==> src/hw/dpllc_pkg.sv <==
// Purpose: Shared constants and types for the dual PLL divider and lock block.
// Assumes: Byte-wide register port from the serial interface engine.
// Notes:   All offsets, reset values and counts used by the logic live here.
package dpllc_pkg;
  localparam logic [7:0]  ADDR_PV_LO   = 8'h10;
  localparam logic [7:0]  ADDR_PV_HI   = 8'h11;
  localparam logic [7:0]  ADDR_MV_LO   = 8'h12;
  localparam logic [7:0]  ADDR_MV_HI   = 8'h13;
  localparam logic [7:0]  ADDR_LW_LO   = 8'h15;
  localparam logic [7:0]  ADDR_LW_HI   = 8'h16;
  localparam logic [7:0]  ADDR_PF_FDF  = 8'h19;
  localparam logic [7:0]  ADDR_MF_LO   = 8'h1A;
  localparam logic [7:0]  ADDR_MF_MSB  = 8'h1B;
  localparam logic [14:0] PV_RST       = 15'h0400;
  localparam logic [14:0] MV_RST       = 15'h0400;
  localparam logic [14:0] LW_RST       = 15'h0080;
  localparam logic [5:0]  PF_RST       = 6'h01;
  localparam logic [8:0]  MF_RST       = 9'h018;
  localparam int          FDF_BIT      = 7;
  localparam logic [9:0]  LOCK_CYCLES  = 10'h3E8;
  localparam logic [15:0] PH_MAX       = 16'hFFFF;

  typedef struct packed {
    logic [7:0]  pvLo;
    logic [6:0]  pvHi;
    logic [14:0] refPreDivider;
    logic [7:0]  mvLo;
    logic [6:0]  mvHi;
    logic [14:0] vcxoFeedbackDivider;
    logic [7:0]  lwLo;
    logic [6:0]  lwHi;
    logic [14:0] lockPhaseWindow;
    logic [5:0]  synthPreDivider;
    logic        synthDoublerSelect;
    logic [7:0]  mfLo;
    logic        mfMsb;
    logic [8:0]  synthFeedbackDivider;
    logic [14:0] refCnt;
    logic [14:0] vcxoCnt;
    logic [5:0]  preCnt;
    logic [8:0]  fbCnt;
    logic        refPrev;
    logic        vcxoPrev;
    logic        muxPrev;
    logic        vcoPrev;
    logic        refTick;
    logic        vcxoTick;
    logic        synthTick;
    logic        fbTick;
    logic        phRun;
    logic        phRefFirst;
    logic [15:0] phCnt;
    logic [9:0]  lockCnt;
    logic        locked;
    logic [7:0]  rdData;
  } dpllc_state_t;
endpackage

==> src/hw/dpllc_core.sv <==
// Purpose: Divider ratio registers, divided clock events and first stage lock detect.
// Assumes: All clock inputs are sampled synchronously; each divided clock is a one-cycle tick.
// Notes:   Phase difference is measured in system clock cycles between divided edges.
`timescale 1ns/10ps
module dpllc_core
  import dpllc_pkg::*;
(
  input  wire logic       clock,
  input  wire logic       rst_n,
  input  wire logic       ce,
  input  wire logic       regWrEn,
  input  wire logic       regRdEn,
  input  wire logic [7:0] regAddr,
  input  wire logic [7:0] regWrData,
  output logic      [7:0] regRdData,
  input  wire logic       refClkIn,
  input  wire logic       vcxoClkIn,
  input  wire logic       vcoClkIn,
  input  wire logic       firstStageBypassSelect,
  output logic            refDivTick,
  output logic            dividedVcxoClock,
  output logic            synthRefTick,
  output logic            synthFbTick,
  output logic            lockDetect
);

  dpllc_state_t s_ff;
  dpllc_state_t nxt_s;
  logic         muxIn;
  logic         muxRise;
  logic         muxFall;
  logic         pairDone;
  logic         pairOk;

  // Counting up and comparing with >= means a smaller ratio applied mid-count
  // ends the current period early instead of wrapping through the full range.
  function automatic logic [15:0] divStep(input logic [14:0] cnt, input logic [14:0] ratio);
    logic [15:0] res;
    res = {1'b0, cnt + 15'h0001};
    if ((cnt + 15'h0001) >= ratio)
    begin
      res = {1'b1, 15'h0000};
    end
    return res;
  endfunction

  ////////////////////////////////////////////////////////////////////////////////
  assign muxIn   = firstStageBypassSelect ? refClkIn : vcxoClkIn;
  assign muxRise = muxIn & ~s_ff.muxPrev;
  assign muxFall = ~muxIn & s_ff.muxPrev;

  always_comb
  begin
    logic [15:0] st;
    logic        refRise;
    logic        vcxoRise;
    logic        vcoRise;
    st       = 16'h0000;
    nxt_s    = s_ff;
    pairDone = 1'b0;
    pairOk   = 1'b0;
    refRise  = refClkIn & ~s_ff.refPrev;
    vcxoRise = vcxoClkIn & ~s_ff.vcxoPrev;
    vcoRise  = vcoClkIn & ~s_ff.vcoPrev;
    if (ce)
    begin
      nxt_s.refPrev  = refClkIn;
      nxt_s.vcxoPrev = vcxoClkIn;
      nxt_s.muxPrev  = muxIn;
      nxt_s.vcoPrev  = vcoClkIn;

      // Register writes; high bytes commit the staged low byte.
      if (regWrEn)
      begin
        case (regAddr)
          ADDR_PV_LO:  nxt_s.pvLo = regWrData;
          ADDR_PV_HI:
          begin
            nxt_s.pvHi          = regWrData[6:0];
            nxt_s.refPreDivider = {regWrData[6:0], s_ff.pvLo};
          end
          ADDR_MV_LO:  nxt_s.mvLo = regWrData;
          ADDR_MV_HI:
          begin
            nxt_s.mvHi                = regWrData[6:0];
            nxt_s.vcxoFeedbackDivider = {regWrData[6:0], s_ff.mvLo};
          end
          ADDR_LW_LO:  nxt_s.lwLo = regWrData;
          ADDR_LW_HI:
          begin
            nxt_s.lwHi            = regWrData[6:0];
            nxt_s.lockPhaseWindow = {regWrData[6:0], s_ff.lwLo};
          end
          ADDR_PF_FDF:
          begin
            nxt_s.synthDoublerSelect = regWrData[FDF_BIT];
            nxt_s.synthPreDivider    = regWrData[5:0];
          end
          ADDR_MF_LO:  nxt_s.mfLo = regWrData;
          ADDR_MF_MSB:
          begin
            nxt_s.mfMsb                = regWrData[0];
            nxt_s.synthFeedbackDivider = {regWrData[0], s_ff.mfLo};
          end
          default: ;
        endcase
      end

      if (regRdEn)
      begin
        case (regAddr)
          ADDR_PV_LO:  nxt_s.rdData = s_ff.pvLo;
          ADDR_PV_HI:  nxt_s.rdData = {1'b0, s_ff.pvHi};
          ADDR_MV_LO:  nxt_s.rdData = s_ff.mvLo;
          ADDR_MV_HI:  nxt_s.rdData = {1'b0, s_ff.mvHi};
          ADDR_LW_LO:  nxt_s.rdData = s_ff.lwLo;
          ADDR_LW_HI:  nxt_s.rdData = {1'b0, s_ff.lwHi};
          ADDR_PF_FDF: nxt_s.rdData = {s_ff.synthDoublerSelect, 1'b0, s_ff.synthPreDivider};
          ADDR_MF_LO:  nxt_s.rdData = s_ff.mfLo;
          ADDR_MF_MSB: nxt_s.rdData = {7'h00, s_ff.mfMsb};
          default:     nxt_s.rdData = 8'h00;
        endcase
      end

      // First stage dividers.
      nxt_s.refTick = 1'b0;
      if (refRise)
      begin
        st            = divStep(s_ff.refCnt, s_ff.refPreDivider);
        nxt_s.refCnt  = st[14:0];
        nxt_s.refTick = st[15];
      end
      nxt_s.vcxoTick = 1'b0;
      if (vcxoRise)
      begin
        st             = divStep(s_ff.vcxoCnt, s_ff.vcxoFeedbackDivider);
        nxt_s.vcxoCnt  = st[14:0];
        nxt_s.vcxoTick = st[15];
      end

      // Second stage input: doubler, bypassed or divided pre-divider.
      nxt_s.synthTick = 1'b0;
      if (s_ff.synthDoublerSelect)
      begin
        nxt_s.synthTick = muxRise | muxFall;
      end
      else if (muxRise)
      begin
        if (s_ff.synthPreDivider == 6'h00)
        begin
          nxt_s.synthTick = 1'b1;
        end
        else
        begin
          st              = divStep({9'h000, s_ff.preCnt}, {9'h000, s_ff.synthPreDivider});
          nxt_s.preCnt    = st[5:0];
          nxt_s.synthTick = st[15];
        end
      end

      nxt_s.fbTick = 1'b0;
      if (vcoRise)
      begin
        st           = divStep({6'h00, s_ff.fbCnt}, {6'h00, s_ff.synthFeedbackDivider});
        nxt_s.fbCnt  = st[8:0];
        nxt_s.fbTick = st[15];
      end

      // Phase measurement between the two divided ticks.
      if (!s_ff.phRun)
      begin
        if (s_ff.refTick && s_ff.vcxoTick)
        begin
          pairDone = 1'b1;
          pairOk   = 1'b1;
        end
        else if (s_ff.refTick || s_ff.vcxoTick)
        begin
          nxt_s.phRun      = 1'b1;
          nxt_s.phRefFirst = s_ff.refTick;
          nxt_s.phCnt      = 16'h0001;
        end
      end
      else
      begin
        if (s_ff.phCnt != PH_MAX)
        begin
          nxt_s.phCnt = s_ff.phCnt + 16'h0001;
        end
        if ((s_ff.phRefFirst && s_ff.vcxoTick) || (!s_ff.phRefFirst && s_ff.refTick))
        begin
          pairDone    = 1'b1;
          pairOk      = s_ff.phCnt <= {1'b0, s_ff.lockPhaseWindow};
          nxt_s.phRun = 1'b0;
        end
        else if (s_ff.phCnt > {1'b0, s_ff.lockPhaseWindow})
        begin
          // Already outside the window; fail now rather than wait for the partner.
          pairDone    = 1'b1;
          nxt_s.phRun = 1'b0;
        end
      end

      if (pairDone)
      begin
        if (!pairOk)
        begin
          nxt_s.lockCnt = 10'h000;
        end
        else if (s_ff.lockCnt <= LOCK_CYCLES)
        begin
          nxt_s.lockCnt = s_ff.lockCnt + 10'h001;
        end
      end
      nxt_s.locked = (nxt_s.lockCnt > LOCK_CYCLES);
    end
  end

  ////////////////////////////////////////////////////////////////////////////////
  always_ff @(posedge clock)
  begin
    if (!rst_n)
    begin
      s_ff                      <= '0;
      s_ff.pvLo                 <= PV_RST[7:0];
      s_ff.pvHi                 <= PV_RST[14:8];
      s_ff.refPreDivider        <= PV_RST;
      s_ff.mvLo                 <= MV_RST[7:0];
      s_ff.mvHi                 <= MV_RST[14:8];
      s_ff.vcxoFeedbackDivider  <= MV_RST;
      s_ff.lwLo                 <= LW_RST[7:0];
      s_ff.lwHi                 <= LW_RST[14:8];
      s_ff.lockPhaseWindow      <= LW_RST;
      s_ff.synthPreDivider      <= PF_RST;
      s_ff.mfLo                 <= MF_RST[7:0];
      s_ff.mfMsb                <= MF_RST[8];
      s_ff.synthFeedbackDivider <= MF_RST;
    end
    else
    begin
      s_ff <= nxt_s;
    end
  end

  assign regRdData        = s_ff.rdData;
  assign refDivTick       = s_ff.refTick;
  assign dividedVcxoClock = s_ff.vcxoTick;
  assign synthRefTick     = s_ff.synthTick;
  assign synthFbTick      = s_ff.fbTick;
  assign lockDetect       = s_ff.locked;

  ////////////////////////////////////////////////////////////////////////////////
  ref_div_reset_a: assert property (@(posedge clock) !rst_n |=> s_ff.refPreDivider == PV_RST)
    else $error("reference ratio not 1024 after reset");
  fb_div_reset_a: assert property (@(posedge clock) !rst_n |=> s_ff.vcxoFeedbackDivider == MV_RST)
    else $error("feedback ratio not 1024 after reset");
  lock_needs_count_a: assert property (@(posedge clock) disable iff (!rst_n)
    $rose(lockDetect) |-> $past(s_ff.lockCnt) == LOCK_CYCLES)
    else $error("lock raised before 1001 good cycles");
  lock_drop_a: assert property (@(posedge clock) disable iff (!rst_n)
    ce && pairDone && !pairOk |=> !lockDetect && s_ff.lockCnt == 10'h000)
    else $error("lock kept after a phase error");
  window_reset_a: assert property (@(posedge clock) !rst_n |=> s_ff.lockPhaseWindow == LW_RST)
    else $error("lock window not 128 after reset");
  prediv_bypass_a: assert property (@(posedge clock) disable iff (!rst_n)
    ce && muxRise && s_ff.synthPreDivider == 6'h00 && !s_ff.synthDoublerSelect
    |=> synthRefTick)
    else $error("zero pre-divider not bypassed");
  doubler_edge_a: assert property (@(posedge clock) disable iff (!rst_n)
    ce && muxFall && s_ff.synthDoublerSelect |=> synthRefTick)
    else $error("doubler missed a falling edge");
  synth_fb_reset_a: assert property (@(posedge clock) !rst_n |=> s_ff.synthFeedbackDivider == MF_RST)
    else $error("second stage ratio not 24 after reset");
  reserved_zero_a: assert property (@(posedge clock) disable iff (!rst_n)
    ce && regRdEn && regAddr == ADDR_MF_MSB |=> regRdData[7:1] == 7'h00)
    else $error("reserved bits read nonzero");
  whole_ratio_a: assert property (@(posedge clock) disable iff (!rst_n)
    !$stable(s_ff.refPreDivider) |-> $past(regWrEn && ce && regAddr == ADDR_PV_HI))
    else $error("reference ratio changed without high byte write");
endmodule

==> config.mk <==
export PLATFORM = sky130hd
export DESIGN_NAME = dpllc_core
export DESIGN_NICKNAME = d
export VERILOG_FILES = /design/src/hw/dpllc_pkg.sv /design/src/hw/dpllc_core.sv
export SDC_FILE = /design/constraint.sdc
export NUM_CORES = 1
export LEC_CHECK = 0
export BUFFER_PORTS_ARGS = -buffer_cell sky130_fd_sc_hd__buf_2
export CORE_MARGIN = 3
export CORE_UTILIZATION = 25
export CTS_CLUSTER_DIAMETER = 40
export DETAILED_ROUTE_END_ITERATION = 7
export SLEW_MARGIN = 20
export SYNTH_ARGS = -nofsm -noshare
export SYNTH_HDL_FRONTEND = slang
export SYNTH_SLANG_ARGS = --single-unit
==> constraint.sdc <==
create_clock -name clock -period 9.86 [get_ports clock]
set_input_delay 2.465 -clock clock [delete_from_list [all_inputs] [get_ports clock]]
set_output_delay 2.465 -clock clock [all_outputs]
set_load 0.005 [all_outputs]
==> metrics.csv, run 1 <==
stage,metric,value,unit
status,status,"finished, final reports clean",
synthesis,number of synthesized flops with an enable pin,0,
synthesis,top cell type's share of synthesized area,0.366,
setup_path,Most common cell on crit path,nand2_1,
timing,Worst Max-Slew Pin Slew,1.05,ns
timing,Final WS setup,5.12,ns
global_routing,vias in the first global route,7912,
synthesis,"Net Count, Synth",1325,
die,die area,42400,sq um
setup_path,Critical Path Start Type,primary input,
final_layout,area grow syn2layout,11.9,%
die,core area,39100,sq um
clocking,setup repair bufs after CTS,0,
synthesis,leading area contributor after synthesis,dfxtp_1,
synthesis,synth warn,0,
timing,Worst Skew,0.0126,ns
pwr,switching share of power,0.233,
timing,Slew headroom,0.299,
setup_path,crit path kind,in2reg,
final_layout,post-layout util,0.286,
global_routing,largest net degree at the start of global routing,74,
placement,Post-DP Area,10600,sq um
pwr,Sequential Power Share,0.497,
final_layout,number of fill cells,4166,
setup_path,Slowest cell on crit path,or4b_1,
timing,Final Setup Violations,0,
clocking,# hold bufs at CTS,0,
setup_path,Worst Path Max Fanout,13,
die,Die Y-Extent,206,microns
timing,RSZ-0062 raised after global routing,no,
final_layout,fin area,11200,sq um
global_routing,GRT Total Usage,0.124,
clocking,Root Driver,clkbuf_16,
synthesis,most numerous cell in the Yosys netlist,nand2_1,
detailed_routing,vias post-DR,8555,
timing,min Tclk post-route,4.74,ns
placement,post-detail-place hpwl,19100,microns
pwr,Int Pwr,1.15,mW
clocking,PostCTS Resize Cnt,0,
pwr,net switching power,349,uW
pwr,PwrDens,134,nW/um^2
timing,final hold viol count,0,
synthesis,"Primary FF master, synth",dfxtp_1,
clocking,H-tree level count,4,
synthesis,"top cells by count, synth","201 x nand2_1, 183 x dfxtp_1, 112 x a21oi_1",
pwr,combinational fraction of design power,0.050,
global_routing,first-pass GRT wire length,42100,microns
detailed_routing,DRT Wirelength,26300,microns
global_routing,Congestion Overflow GR,0,
die,Rows,72,
synthesis,Synth cell types,74,
final_layout,layout cells sized above 1,0.0815,
detailed_routing,1st-pass router iterations,7,
die,DIE WIDTH,206,microns
synthesis,"Cell Area, Synth",10000,sq um
synthesis,syn avg cell area,8.13,sq um
die,# IOs,38,
clocking,CTS Sinks,183,
synthesis,synth top area cells,"dfxtp_1 37%, ha_1 8.8%, nand2_1 7.5%",
min_path,Hold Path Depth,2,
setup_path,crit end category,register,
job,Max-cap violations,0,
setup_path,R2R depth,17,
synthesis,post-synthesis sequential area ratio,0.366,
setup_path,"Arr. time, crit path",5.01,ns
timing,fmax,0.211,GHz
detailed_routing,drc violations,0,
setup_path,Critical Path RT,10.14,ns
clocking,clock latency on the worst-skew pair,0.43,ns
detailed_routing,wire length per cell,15.0,microns
setup_path,crit-path max cell delay,0.70,ns
min_path,worst min path class,reg2reg,
pwr,Clock Power Share,0.453,
global_routing,initial antenna violation count,4,
detailed_routing,Vias/cell,4.86,
setup_path,crit-path cells,buf_2 > or4b_1 > or3_1 > nor2_1 > nand2_1 > nand2_1 > a21oi_1,
synthesis,Cells after Synth,1230,
detailed_routing,ANT nets after route,0,
synthesis,Post-synth ARST share,0,
clocking,CTS tree,yes,
timing,max-slew violations,0,
placement,port bufs,37,
clocking,CTS Buf Count,17,
synthesis,post-synthesis register bit count,183,
detailed_routing,Starting DRT DRC Count,815,
pwr,Worst VDD drop,0.127,mV
clocking,Worst-path clk slew,0.07,ns
timing,setup tns final,0,ns
clocking,Clock Tree Buf Depth,2,
placement,gpl congestion,0.882,
timing,fin crit share,0.480,
final_layout,Final #Nets,1322,
pwr,total power,1.50,mW
placement,pre-CTS setup slack,4.76,ns
die,initial core utilization,0.256,
pwr,Leak,4.16,nW
[kinds of logic after synthesis]
group,count (synthesis),share of synthesized area
compound gates,270,0.175
simple gates,471,0.230
mux,30,0.0303
fa+ha+maj,70,0.0876
flops,183,0.366
xor+xnor,59,0.0517
buf+inv,147,0.0598
[flip-flops by register name (all words and copies together) (netlist names)]
name,flops
lockDetect,1
synthRefTick,1
synthFbTick,1
s_ff,170
dividedVcxoClock,1
regRdData,8
refDivTick,1
[cells in the final DEF (no fill, tap or decap), types with 12 or more instances in the layout]
cell type  instances
xnor2_1           23
mux2i_1           28
nand2_1          201
a211oi_1          18
nand4_1           15
nand2b_1          17
ha_1              70
a22oi_1           12
and3_1            23
nor2_1            96
nand3b_1          14
inv_1             78
a21oi_1          112
o21ai_0           26
dfxtp_1          183
buf_2             37
a21o_1            21
clkbuf_16         17
nand3_1           37
xor2_1            36
[worst max-delay path: cells and delay by family]
family                 cells  cell delay (ns)
buffers and inverters      1             0.09
AND/OR/NAND/NOR            5             2.39
AO/OA/AOI/OAI              1             0.07
[metal layers]
metal | up-vias | track usage | routed length, microns
met5 | - | 0 | 18
met4 | 4 | 0.0322 | 473
met3 | 39 | 0.0274 | 1690
met2 | 228 | 0.195 | 11700
met1 | 4015 | 0.171 | 12400
li1 | 4269 | - | -
[per-stage QoR]
step	instances	hold WS, ns
2_1_floorplan	1230	0.436
3_3_place_gp	1726	0.441
3_5_place_dp	1726	0.448
4_1_cts	1757	0.457
5_1_grt	1757	0.476
6_report	1759	0.455
[final timing paths]
check / startpoint / end / slack (ns)
worst max-delay path: regAddr[5] / s_ff[171] / 5.12
worst min-delay path: s_ff[146] / s_ff[146] / 0.46
worst max register to register: s_ff[75] / s_ff[80] / 5.81
worst min register to register: s_ff[146] / s_ff[146] / 0.46
[cell type report]
cell class                      instances  area [sq um]  area share
Inverter                               79           299      0.0267
Sequential cell                       183          3660       0.327
Clock buffer                           20           457      0.0408
Antenna cell                            2          5.00    0.000447
Clock inverter                         11           124      0.0111
Multi-Input combinational cell        900          5740       0.513
Tap cell                              518           648      0.0579
Timing Repair Buffer                   46           253      0.0226
[power groups by stage]
stage	logic (mW)	registers (mW)	clock network, mW
3_5_place_dp	0.0747	0.763	0
4_1_cts	0.0751	0.746	0.694
5_1_grt	0.0824	0.746	0.724
6_report	0.0748	0.746	0.679
3_3_place_gp	0.0733	0.763	0
2_1_floorplan	0.0489	0.762	0
No activity file was read; power rests on OpenSTA's default activity.
==> run 2: changes to the inputs <==
--- a/config.mk
+++ b/config.mk
@@ -5,6 +5,7 @@
 export SDC_FILE = /design/constraint.sdc
 export NUM_CORES = 1
 export LEC_CHECK = 0
+export ABC_AREA = 1
 export BUFFER_PORTS_ARGS = -buffer_cell sky130_fd_sc_hd__buf_2
 export CORE_MARGIN = 3
 export CORE_UTILIZATION = 25
==> constraint.sdc (replaced) <==
create_clock -name clock -period 3.9 [get_ports clock]
set_input_delay 0.975 -clock clock [delete_from_list [all_inputs] [get_ports clock]]
set_output_delay 0.975 -clock clock [all_outputs]
set_load 0.005 [all_outputs]
==> metrics.csv, run 2 <==
stage,metric,value,unit
setup_path,Reg2Reg Launch Point,s_ff[75],
global_routing,largest net degree at the start of global routing,91,
clocking,setup repair bufs after CTS,0,
job,Max-cap violations,0,
detailed_routing,DRT Wirelength,25100,microns
synthesis,"Primary FF master, synth",dfxtp_1,
die,# IOs,38,
setup_path,Worst Path Max Fanout,13,
final_layout,"commonest non-fill, non-tap cell in the layout",nand2_1,
synthesis,Cells after Synth,1357,
synthesis,synth warn,0,
synthesis,leading area contributor after synthesis,dfxtp_1,
synthesis,Synth cell types,47,
timing,fmax,0.285,GHz
detailed_routing,wire length per cell,13.2,microns
global_routing,vias in the first global route,8049,
pwr,PwrDens,347,nW/um^2
clocking,Worst-path clk slew,0.08,ns
final_layout,max reg flops,170,
detailed_routing,Starting DRT DRC Count,640,
timing,Slew headroom,0.442,
final_layout,number of fill cells,4130,
timing,max-slew violations,0,
timing,setup tns final,0,ns
placement,gpl congestion,0.870,
timing,final hold viol count,0,
die,initial core utilization,0.257,
die,DIE WIDTH,204,microns
setup_path,Critical R2R Capture,s_ff[80],
clocking,Root Driver,clkbuf_16,
synthesis,syn avg cell area,7.22,sq um
timing,Final Setup Violations,0,
setup_path,Critical Path RT,4.26,ns
timing,min Tclk post-route,3.50,ns
setup_path,R2R depth,18,
placement,post-detail-place hpwl,18700,microns
global_routing,initial antenna violation count,0,
final_layout,final cell count without fillers,1898,
placement,port bufs,37,
global_routing,Congestion Overflow GR,0,
die,Rows,71,
synthesis,synth top area cells,"dfxtp_1 37%, nand2_1 9.5%, a21oi_1 9.3%",
setup_path,crit end category,register,
detailed_routing,1st-pass router iterations,5,
final_layout,area grow syn2layout,12.5,%
clocking,H-tree level count,4,
synthesis,post-synthesis register bit count,183,
synthesis,"Net Count, Synth",1452,
detailed_routing,Vias/cell,4.61,
timing,Worst Max-Slew Pin Slew,0.834,ns
final_layout,layout cells sized above 1,0.0771,
final_layout,most frequent cells in the layout,"248 x nand2_1, 193 x inv_1, 183 x a21oi_1, 183 x dfxtp_1, 124 x o21ai_0",
detailed_routing,vias post-DR,8748,
detailed_routing,drc violations,0,
final_layout,Final #Nets,1470,
final_layout,Biggest register,s_ff,
die,die area,41600,sq um
placement,Post-DP Area,10400,sq um
min_path,worst min path class,reg2reg,
synthesis,top cell type's share of synthesized area,0.374,
clocking,CTS tree,yes,
min_path,worst hold start,s_ff[90],
status,status,"finished, final reports clean",
die,core area,38100,sq um
detailed_routing,ANT nets after route,0,
timing,RSZ-0062 raised after global routing,no,
global_routing,GRT Total Usage,0.119,
synthesis,number of synthesized flops with an enable pin,0,
setup_path,Critical Path Start Type,register,
synthesis,"top cells by count, synth","248 x nand2_1, 193 x inv_1, 183 x a21oi_1, 183 x dfxtp_1, 124 x o21ai_0",
clocking,CTS Buf Count,17,
clocking,clock latency on the worst-skew pair,0.44,ns
min_path,Hold Path Depth,2,
synthesis,post-synthesis sequential area ratio,0.374,
placement,Inst Count DP,1867,
synthesis,Post-synth ARST share,0,
global_routing,first-pass GRT wire length,40500,microns
die,Die Y-Extent,204,microns
synthesis,most numerous cell in the Yosys netlist,nand2_1,
timing,fin crit share,0.898,
clocking,PostCTS Resize Cnt,0,
min_path,Hold EP,s_ff[90],
pwr,Worst VDD drop,0.306,mV
final_layout,Ant. Diodes,0,
pwr,Leak,4.55,nW
setup_path,"Arr. time, crit path",3.86,ns
timing,Worst Skew,0.0128,ns
clocking,Clock Tree Buf Depth,2,
synthesis,"Cell Area, Synth",9800,sq um
final_layout,fin area,11000,sq um
setup_path,FF-to-FF setup slack,0.40,ns
clocking,CTS Sinks,183,
setup_path,crit path kind,reg2reg,
clocking,# hold bufs at CTS,0,
==> run 2: layout make-up <==
cell class                      count  area (sq um)  share of cell area
Inverter                          200           751              0.0681
Sequential cell                   183          3660               0.332
Clock buffer                       17           425              0.0386
Tap cell                          511           639              0.0580
Timing Repair Buffer               46           253              0.0229
Clock inverter                     14           141              0.0128
Multi-Input combinational cell    927          5140               0.467
==> run 2: kinds of logic after synthesis <==
family / Yosys count / share of synthesized area
buf+inv: 247 / 0.101
fa+ha+maj: 70 / 0.0894
simple gates: 454 / 0.200
flops: 183 / 0.374
compound gates: 366 / 0.202
xor+xnor: 37 / 0.0331
==> run 2: report_power, final <==
| part | switching (mW) | internal (mW) | leakage, nW |
|---|---|---|---|
| Combinational | 0.168 | 0.0729 | 2.80 |
| Clock | 0.832 | 0.844 | 0.267 |
| Sequential | 0.0201 | 1.89 | 1.48 |
==> run 2: worst max-delay path by stage <==
stage | slack [ns] | cells after the start | end | start
2_1_floorplan | 0.91 | 19 | s_ff[78] | s_ff[75]
3_3_place_gp | 0.26 | 19 | s_ff[87] | s_ff[75]
3_5_place_dp | 0.16 | 18 | s_ff[80] | s_ff[75]
4_1_cts | 0.15 | 18 | s_ff[80] | s_ff[75]
5_1_grt | 0.02 | 18 | s_ff[80] | s_ff[75]
6_report | 0.40 | 18 | s_ff[80] | s_ff[75]
==> run 2: stage by stage <==
stage | utilization | total power [mW] | setup slack, ns | hold WS, ns
finish | 0.289 | 3.82 | 0.397 | 0.464
CTS | 0.289 | 3.86 | 0.152 | 0.465
detailed placement | 0.274 | 2.19 | 0.162 | 0.454
floorplan | - | 2.11 | 0.909 | 0.427
global placement | 0.274 | 2.19 | 0.261 | 0.446
global route | 0.289 | 3.97 | 0.0248 | 0.485
==> run 2: worst max-delay path, cell delays in order, from the launching register on <==
cell      delay, ns
dfxtp_1        0.43
ha_1           0.22
nand2_1        0.07
nor2_2         0.14
nand4_1        0.10
nor2_1         0.15
and3_1         0.21
nand2_1        0.06
inv_1          0.07
nand4_1        0.09
xnor2_1        0.20
ha_1           0.29
nand2_1        0.11
nor4_1         0.08
a221oi_1       0.34
nand2_1        0.16
nor2_2         0.42
nand2_1        0.11
a21oi_1        0.16
==> run 2: metal layers <==
layer,wire length [microns],share of wire,track usage
met1,12300,0.49,0.162
met2,11400,0.45,0.193
met3,1080,0.043,0.0226
met4,399,0.016,0.0342
met5,0,0,0
